<file path="config.mk">
export PLATFORM = sky130hd
export DESIGN_NAME = cmpdac_ctrl
export DESIGN_NICKNAME = d
export VERILOG_FILES = /design/src/common/cmpdac_pkg.sv /design/src/logic/cmpdac_ctrl.sv
export SDC_FILE = /design/constraint.sdc
export NUM_CORES = 1
export LEC_CHECK = 0
export BUFFER_PORTS_ARGS = -buffer_cell sky130_fd_sc_hd__buf_2
export CAP_MARGIN = 40
export CELL_PAD_IN_SITES_DETAIL_PLACEMENT = 0
export CELL_PAD_IN_SITES_GLOBAL_PLACEMENT = 1
export CORE_MARGIN = 2
export CORE_UTILIZATION = 36
export DETAILED_ROUTE_END_ITERATION = 7
export PLACE_DENSITY_LB_ADDON = 0.1
export REMOVE_ABC_BUFFERS = 1
export SLEW_MARGIN = 20
export SYNTH_ARGS = -nofsm -noshare
export SYNTH_HDL_FRONTEND = slang
export SYNTH_SLANG_ARGS = --single-unit
</file>
<file path="constraint.sdc">
create_clock -name sys_clk -period 2.5 [get_ports sys_clk]
set_input_delay 0 -clock sys_clk [delete_from_list [all_inputs] [get_ports sys_clk]]
set_output_delay 0 -clock sys_clk [all_outputs]
set_load 0.02 [all_outputs]
</file>
<file path="src/common/cmpdac_pkg.sv">
// Constants, field layout and carrier types for the comparator and DAC control block
// Behaviour
// [RQ1] Input-select bits 7:6, 3:2 read zero, ignore writes
// [RQ2] Bits 5:4 route positive input; 11 is DAC
// [RQ3] Negative-select field routes negative input, same coding
// [RQ4] DAC control bit 7 enables DAC output
// [RQ5] DAC control bit 6: bandgap or supply reference
// [RQ6] Six-bit code sets DAC level (ref/64)*(code+1)
// [RQ7] Pin-enable bits 7:3 read zero, ignore writes
// [RQ8] Three pin-enable bits open each external input
// [RQ9] Software sets pin enable for chosen external input
// [RQ10] Valid edge sets flag; interrupt when enabled
// [RQ11] Mode 00/10 falling, 01 rising, 11 both
// [RQ12] Comparator output synchronised, readable, tracks result
// [RQ13] No update without clock; refresh after wakeup
// [RQ14] Flag stays set until software writes zero
// [RQ15] Stop-mode valid edge gives asynchronous wakeup
// [RQ16] Reset disables comparator and DAC, defaults all
// [RQ17] Result drives pin only with pin enable
// [RQ18] DAC feeds both input muxes, exported too
// [RQ19] Software configures DAC before comparator enable
// [RQ20] Software selects inputs before enable, never after
// [RQ21] Software writes DAC code before DAC enable
// [RQ22] Writing zero clears flag, one leaves it
// [RQ23] Result bit held zero while comparator disabled
// [RQ24] Status bit 4 gates the CPU interrupt
// [RQ25] Two-stage synchroniser, edge from successive samples
// [RQ26] Edges ignored, flag kept while comparator disabled
package cmpdac_pkg;

   // ****************************************
   // Bus geometry
   // ****************************************
   localparam int ADDR_W = 5;
   localparam int DATA_W = 32;
   localparam int REG_W  = 8;

   // Register indices; byte address is four times the index
   localparam logic [2:0] IDX_STATUS  = 3'h0;
   localparam logic [2:0] IDX_INSEL   = 3'h1;
   localparam logic [2:0] IDX_DACCTL  = 3'h2;
   localparam logic [2:0] IDX_PINEN   = 3'h3;

   // ****************************************
   // Field positions
   // ****************************************
   localparam int ST_ENABLE   = 7;
   localparam int ST_HYST     = 6;
   localparam int ST_FLAG     = 5;
   localparam int ST_IRQ_EN   = 4;
   localparam int ST_RESULT   = 3;
   localparam int ST_PIN_EN   = 2;
   localparam int ST_MODE_LO  = 0;
   localparam int SEL_POS_LO  = 4;
   localparam int SEL_NEG_LO  = 0;
   localparam int DAC_EN      = 7;
   localparam int DAC_SRC     = 6;
   localparam int DAC_CODE_LO = 0;
   localparam int PIN_EN_LO   = 0;

   localparam int SEL_W  = 2;
   localparam int CODE_W = 6;
   localparam int PINS_W = 3;

   // ****************************************
   // Codes and reset values
   // ****************************************
   localparam logic [1:0] MODE_FALL_A = 2'h0;
   localparam logic [1:0] MODE_RISE   = 2'h1;
   localparam logic [1:0] MODE_FALL_B = 2'h2;
   localparam logic [1:0] MODE_BOTH   = 2'h3;
   localparam logic [1:0] SEL_DAC     = 2'h3;
   localparam logic [7:0] REG_RST     = 8'h00;

   // Analog configuration carried to the comparator and DAC macro
   typedef struct packed {
      logic              comparator_enable;
      logic              hysteresis_high;
      logic [SEL_W-1:0]  positive_input_select;
      logic [SEL_W-1:0]  negative_input_select;
      logic              ref_converter_enable;
      logic              ref_converter_source;
      logic [CODE_W-1:0] ref_converter_code;
      logic [PINS_W-1:0] analog_pin_enable;
   } cmpdac_analog_t;

   localparam cmpdac_analog_t ANALOG_RST = '0;

endpackage : cmpdac_pkg

</file>
<file path="src/logic/cmpdac_ctrl.sv">
// Comparator and reference DAC control, status and Avalon-MM register slave
//
// Implementation choice: the Avalon-MM slave port.
`timescale 1ns/1ps
module cmpdac_ctrl (
   input  wire  logic                           sys_clk,
   input  wire  logic                           rst_n,
   input  wire  logic [cmpdac_pkg::ADDR_W-1:0]  avs_address,
   input  wire  logic                           avs_read,
   input  wire  logic                           avs_write,
   input  wire  logic [cmpdac_pkg::DATA_W-1:0]  avs_writedata,
   input  wire  logic [3:0]                     avs_byteenable,
   output logic       [cmpdac_pkg::DATA_W-1:0]  avs_readdata,
   output logic                                 avs_waitrequest,
   input  wire  logic                           raw_compare_output,
   input  wire  logic                           stop_mode,
   output cmpdac_pkg::cmpdac_analog_t           analog_cfg,
   output logic                                 result_pad_out,
   output logic                                 result_pad_func,
   output logic                                 cpu_irq,
   output logic                                 stop_wakeup
);
   import cmpdac_pkg::*;

   // ****************************************
   // Declarations
   // ****************************************
   cmpdac_analog_t     cfg_r;
   logic               irq_en_r;
   logic               pin_out_en_r;
   logic [1:0]         mode_r;
   logic               flag_r;
   logic               flag_nxt;
   logic               sync1_r;
   logic               sync2_r;
   logic               sync3_r;
   logic               result_r;
   logic               rise;
   logic               fall;
   logic               edge_ok;
   logic               wait_r;
   logic [DATA_W-1:0]  rdata_r;
   logic [REG_W-1:0]   rd_val;
   logic [2:0]         idx;
   logic               take;
   logic               wr_lo;
   logic [REG_W-1:0]   wd;
   logic               irq_r;
   logic               pad_out_r;
   logic               pad_func_r;
   logic               wake_r;
   logic               wake_arm_r;

   assign idx   = avs_address[ADDR_W-1:2];
   assign wd    = avs_writedata[REG_W-1:0];
   // Transfer completes at the edge where waitrequest is seen low
   assign take  = (avs_read | avs_write) & ~wait_r;
   assign wr_lo = take & avs_write & avs_byteenable[0];

   // ****************************************
   // Bus handshake
   // ****************************************

   // Waitrequest drops for one cycle per request
   always_ff @(posedge sys_clk or negedge rst_n) begin
      if (!rst_n) begin
         wait_r <= 1'b1;
      end else if (take) begin
         wait_r <= 1'b1;
      end else if (avs_read | avs_write) begin
         wait_r <= 1'b0;
      end
   end

   // Read mux; reserved and unmapped bits read as zero
   always_comb begin
      rd_val = REG_RST;
      if (idx == IDX_STATUS) begin
         rd_val[ST_ENABLE]              = cfg_r.comparator_enable;
         rd_val[ST_HYST]                = cfg_r.hysteresis_high;
         rd_val[ST_FLAG]                = flag_r;
         rd_val[ST_IRQ_EN]              = irq_en_r;
         rd_val[ST_RESULT]              = result_r;
         rd_val[ST_PIN_EN]              = pin_out_en_r;
         rd_val[ST_MODE_LO +: 2]        = mode_r;
      end else if (idx == IDX_INSEL) begin
         rd_val[SEL_POS_LO +: SEL_W]    = cfg_r.positive_input_select; // [RQ1]
         rd_val[SEL_NEG_LO +: SEL_W]    = cfg_r.negative_input_select;
      end else if (idx == IDX_DACCTL) begin
         rd_val[DAC_EN]                 = cfg_r.ref_converter_enable;
         rd_val[DAC_SRC]                = cfg_r.ref_converter_source;
         rd_val[DAC_CODE_LO +: CODE_W]  = cfg_r.ref_converter_code;
      end else if (idx == IDX_PINEN) begin
         rd_val[PIN_EN_LO +: PINS_W]    = cfg_r.analog_pin_enable; // [RQ7]
      end
   end

   // Read data captured while waitrequest is being released
   always_ff @(posedge sys_clk or negedge rst_n) begin
      if (!rst_n) begin
         rdata_r <= '0;
      end else if (wait_r & avs_read) begin
         rdata_r <= {{(DATA_W-REG_W){1'b0}}, rd_val};
      end
   end

   // ****************************************
   // Configuration registers
   // ****************************************

   // Analog configuration; reset leaves comparator and DAC off
   always_ff @(posedge sys_clk or negedge rst_n) begin
      if (!rst_n) begin
         cfg_r <= ANALOG_RST; // [RQ16]
      end else if (wr_lo) begin
         if (idx == IDX_STATUS) begin
            cfg_r.comparator_enable <= wd[ST_ENABLE];
            cfg_r.hysteresis_high   <= wd[ST_HYST];
         end else if (idx == IDX_INSEL) begin
            cfg_r.positive_input_select <= wd[SEL_POS_LO +: SEL_W]; // [RQ2] [RQ1]
            cfg_r.negative_input_select <= wd[SEL_NEG_LO +: SEL_W]; // [RQ3]
         end else if (idx == IDX_DACCTL) begin
            cfg_r.ref_converter_enable <= wd[DAC_EN];  // [RQ4]
            cfg_r.ref_converter_source <= wd[DAC_SRC]; // [RQ5]
            cfg_r.ref_converter_code   <= wd[DAC_CODE_LO +: CODE_W]; // [RQ6]
         end else if (idx == IDX_PINEN) begin
            cfg_r.analog_pin_enable <= wd[PIN_EN_LO +: PINS_W]; // [RQ8] [RQ7]
         end
      end
   end

   // Interrupt enable, pin enable and edge mode
   always_ff @(posedge sys_clk or negedge rst_n) begin
      if (!rst_n) begin
         irq_en_r     <= 1'b0;
         pin_out_en_r <= 1'b0;
         mode_r       <= MODE_FALL_A;
      end else if (wr_lo && idx == IDX_STATUS) begin
         irq_en_r     <= wd[ST_IRQ_EN];
         pin_out_en_r <= wd[ST_PIN_EN];
         mode_r       <= wd[ST_MODE_LO +: 2];
      end
   end

   // ****************************************
   // Result synchroniser and edge detection
   // ****************************************

   // Two-stage synchroniser plus one history stage; frozen when clock stops
   always_ff @(posedge sys_clk or negedge rst_n) begin
      if (!rst_n) begin
         sync1_r <= 1'b0;
         sync2_r <= 1'b0;
         sync3_r <= 1'b0;
      end else begin
         sync1_r <= raw_compare_output; // [RQ25] [RQ13]
         sync2_r <= sync1_r;
         sync3_r <= sync2_r;
      end
   end

   // Readable result follows comparator, zero while disabled
   always_ff @(posedge sys_clk or negedge rst_n) begin
      if (!rst_n) begin
         result_r <= 1'b0;
      end else begin
         result_r <= cfg_r.comparator_enable & sync2_r; // [RQ12] [RQ23]
      end
   end

   assign rise = sync2_r & ~sync3_r; // [RQ25]
   assign fall = ~sync2_r & sync3_r;

   // Edge qualification by mode, only while enabled
   always_comb begin
      edge_ok = 1'b0;
      case (mode_r)
         MODE_FALL_A: edge_ok = fall; // [RQ11]
         MODE_RISE:   edge_ok = rise;
         MODE_FALL_B: edge_ok = fall;
         MODE_BOTH:   edge_ok = rise | fall;
         default:     edge_ok = 1'b0;
      endcase
      edge_ok = edge_ok & cfg_r.comparator_enable; // [RQ26]
   end

   // Sticky flag; a set in the clearing cycle wins
   always_comb begin
      flag_nxt = flag_r;
      if (wr_lo && idx == IDX_STATUS && !wd[ST_FLAG]) begin
         flag_nxt = 1'b0; // [RQ22]
      end
      if (edge_ok) begin
         flag_nxt = 1'b1; // [RQ10] [RQ14]
      end
   end

   always_ff @(posedge sys_clk or negedge rst_n) begin
      if (!rst_n) begin
         flag_r <= 1'b0;
      end else begin
         flag_r <= flag_nxt;
      end
   end

   // ****************************************
   // Outputs
   // ****************************************

   // CPU interrupt gated by enable bit
   always_ff @(posedge sys_clk or negedge rst_n) begin
      if (!rst_n) begin
         irq_r <= 1'b0;
      end else begin
         irq_r <= flag_nxt & irq_en_r; // [RQ10] [RQ24]
      end
   end

   // Comparator pad path, only with pin enable
   always_ff @(posedge sys_clk or negedge rst_n) begin
      if (!rst_n) begin
         pad_out_r  <= 1'b0;
         pad_func_r <= 1'b0;
      end else begin
         pad_func_r <= pin_out_en_r; // [RQ17]
         pad_out_r  <= pin_out_en_r & cfg_r.comparator_enable & sync2_r;
      end
   end

   // Stop wakeup: armed at last clock, fires on raw edge with no clock
   always_ff @(posedge sys_clk or negedge rst_n) begin
      if (!rst_n) begin
         wake_arm_r <= 1'b0;
      end else begin
         wake_arm_r <= stop_mode & cfg_r.comparator_enable;
      end
   end

   // Asynchronous wake decode, combinational compare of raw output against sync2_r
   always_comb begin
      wake_r = 1'b0;
      if (wake_arm_r) begin
         case (mode_r)
            MODE_RISE: wake_r = raw_compare_output & ~sync2_r; // [RQ15]
            MODE_BOTH: wake_r = raw_compare_output ^ sync2_r;
            default:   wake_r = ~raw_compare_output & sync2_r;
         endcase
      end
   end

   assign avs_readdata    = rdata_r;
   assign avs_waitrequest = wait_r;
   assign analog_cfg      = cfg_r; // [RQ18]
   assign result_pad_out  = pad_out_r;
   assign result_pad_func = pad_func_r;
   assign cpu_irq         = irq_r;
   assign stop_wakeup     = wake_r;
endmodule : cmpdac_ctrl

</file>
==> reports/metrics.yaml <==
run_status:
  status: "completed"
clock_tree:
  tritoncts.num_buffers: 5
  cts.clk_slew.worst_paths_ps: 80
  cts_sinks: 39
  cts-root-buf: "clkbuf_8"
  cts_tree: "yes"
  cts.htree.levels: 2
  ctsLongestPathBuffers: 2
  cts_resized: 0
  worstSkewPairLatency_ps: 290
placed_design:
  port-buffer-count: 47
  dp_cells: 262
  placed_area_mm2: 0.002105
  hpwl_mm: 2.831
  place_congestion: 0.7152
synthesis:
  synth_edf_count: 0
  synth_top_family_by_area: "multiplexers"
  ys_seq_area_share_pct: 52.21
  synth.lib_cells_used.distinct: 32
  postSynthAreaPerCell_um2: 12.65
  synth_top_cell_by_area: "dfrtp_1"
  synth_top_cell_area_share_pct: 50.80
  synth_simple_gate_area_share_pct: 8.890
  synth_cells: 148
  ys_seq_elements: 39
  ys.flop_type: "dfrtp_1"
  syn_area_mm2: 0.001872
  yosys_warnings: 0
  synthAdderAreaFrac_pct: 2.674
  synth_compound_area_share_pct: 7.754
  async_flop_share_pct: 100.0
  synthTopCellsByArea: "dfrtp_1 51%, mux2_2 13%, buf_4 10%, a22o_1 2.8%, ha_1 2.7%"
  synth-xor-area-share_pct: 0.4679
  synth_mux_area_share_pct: 16.71
routing:
  ant_nets: 0
  routed_wirelength_mm: 3.760
  viasPerCell: 4.541
  firstDrtPassIters: 4
  wl_per_cell_um: 13.29
  drc_errors: 0
  drt-initial-drc-count: 22
  vias: 1285
grt:
  grtUsageTotal_pct: 13.40
  grt_pass1_wl_mm: 6.120
  overflow: 0
  grt_pass1_vias: 1258
  antenna_found_initial: 0
  grt_max_degree: 28
final_layout:
  syn2layout_area_growth_pct: 25.67
  n_antenna_cell: 0
  drive_above_1_share_pct: 39.91
  largest_reg_flops: 17
  final_common_cell: "buf_2"
  nNetsFinal: 263
  fin_area_mm2: 0.002352
  mostFrequentLayoutCells: "47 x buf_2, 38 x dfrtp_1, 24 x conb_1"
  stdcell_count: 283
  finalCoreUtilization_pct: 46.35
power_and_ir_drop:
  swShare_pct: 35.89
  power.net_switching_uw: 872.5
  p_per_area_mw_per_mm2: 1033
  p_int_uw: 1558
  power_frac_comb_pct: 35.1
  vdd_ir_drop_max_mv: 0.4213
  p_leak_uw: 0.001218
  clockPowerShare_pct: 22.2
  pwr-share-seq_pct: 42.7
timing:
  setup-tns-final_ps: 0
  rsz0062_at_grt: "false"
  hold_viol: 0
  min_period_ps: 1573
  finClkSkew_ps: 10.71
  holdWs_ps: 127.6
  finalCritPeriodShare_pct: 62.93
  max_freq_mhz: 635.6
  finalMaxSlewViolations: 0
  setup_viol: 0
critical_path:
  crit_fanout: 6
  worst-r2r-cell-count: 3
  worst-setup-path-type: "reg -> reg"
  r2r-start: "avs_waitrequest"
  cp-start-kind: "flip-flop"
  r2r_end: "mode_r[1]"
  rrSetupSlack_ps: 930
  worst_ep_required_time_ps: 2670
  end_kind: "flip-flop"
  cp.arrival_ps: 1740
floorplanning:
  die-area_mm2: 0.005792
  coreArea_mm2: 0.005075
  rows: 26
  start_util_pct: 36.88
  die_y_um: 76.11
  die_w_um: 76.11
  boundaryPins: 101
job:
  cap_viol_max_count: 0
min_path:
  min_path_type: "in -> async"
-- power groups by stage --
stage	sequential, uW	combinational, uW	clock, uW
2_1_floorplan	1240	332	0
3_5_place_dp	1050	849	0
4_1_cts	1040	866	554
6_report	1040	854	539
3_3_place_gp	1040	836	0
5_1_grt	1070	921	583
-- routing by layer --
layer / routed length (um) / track usage, % / vias up
li1: - / - / 605
met2: 1850 / 23.04 / 52
met5: 0 / 0 / -
met1: 1660 / 16.28 / 623
met4: 48 / 4.909 / 0
met3: 200 / 3.436 / 5
-- what timing repair did --
action,4_1_cts,5_1_grt
buffers inserted,0,0
hold endpoints to repair,60,0
hold buffers,13,0
-- per-stage QoR --
stage / total power [uW] / worst slack [ps]
after floorplan: 1576 / 999.2
after global placement: 1872 / 940.7
after detailed placement: 1903 / 932.3
after CTS: 2462 / 911.6
after global routing: 2578 / 841.4
final: 2431 / 926.7
-- Yosys cell counts (all sizes together), types with 2 or more instances --
master and instances:
a22o 6, a22oi 3, and2 3, and3 2, buf 26, dfrtp 38
ha 4, inv 3, mux2 22, mux2i 2, mux4 2, nand2 8
nand3b 4, nor2 4, nor3 2, o21ai 6
-- critical path: stages, from the launching register on --
cell and delay, ps:
dfstp_2 560, and4bb_4 270, nand2_1 250, mux2_2 370
-- area by class of cell --
type,instances,area [um^2]
clock inverters,2,35.03
inverters,3,11.26
flip-flops and latches,39,977.2
clock buffers,6,82.58
fillers,495,2723
repair buffers,61,385.4
well taps,70,87.58
multi-input cells,102,773.2
-- worst max-delay path by stage --
stage / from / endpoint / slack (ps) / cells after the start
floorplan: avs_waitrequest / analog_cfg[15] / 1000 / 3
global placement: avs_waitrequest / irq_en_r / 940 / 3
detailed placement: avs_waitrequest / pin_out_en_r / 930 / 3
CTS: avs_waitrequest / mode_r[1] / 910 / 3
global route: avs_waitrequest / mode_r[1] / 840 / 3
finish: avs_waitrequest / mode_r[1] / 930 / 3
-- kinds of logic (layout without fill, tap and decap cells) --
group	after synthesis	after routing
and+or+nand+nor	27	27
muxes	26	26
other	1	24
buffers and inverters	30	72
DFF	39	39
xor gates and xnor gates	1	1
AOI/OAI and AO/OA	20	20
adders and majority gates	4	4
No activity file was read; power rests on OpenSTA's default activity.
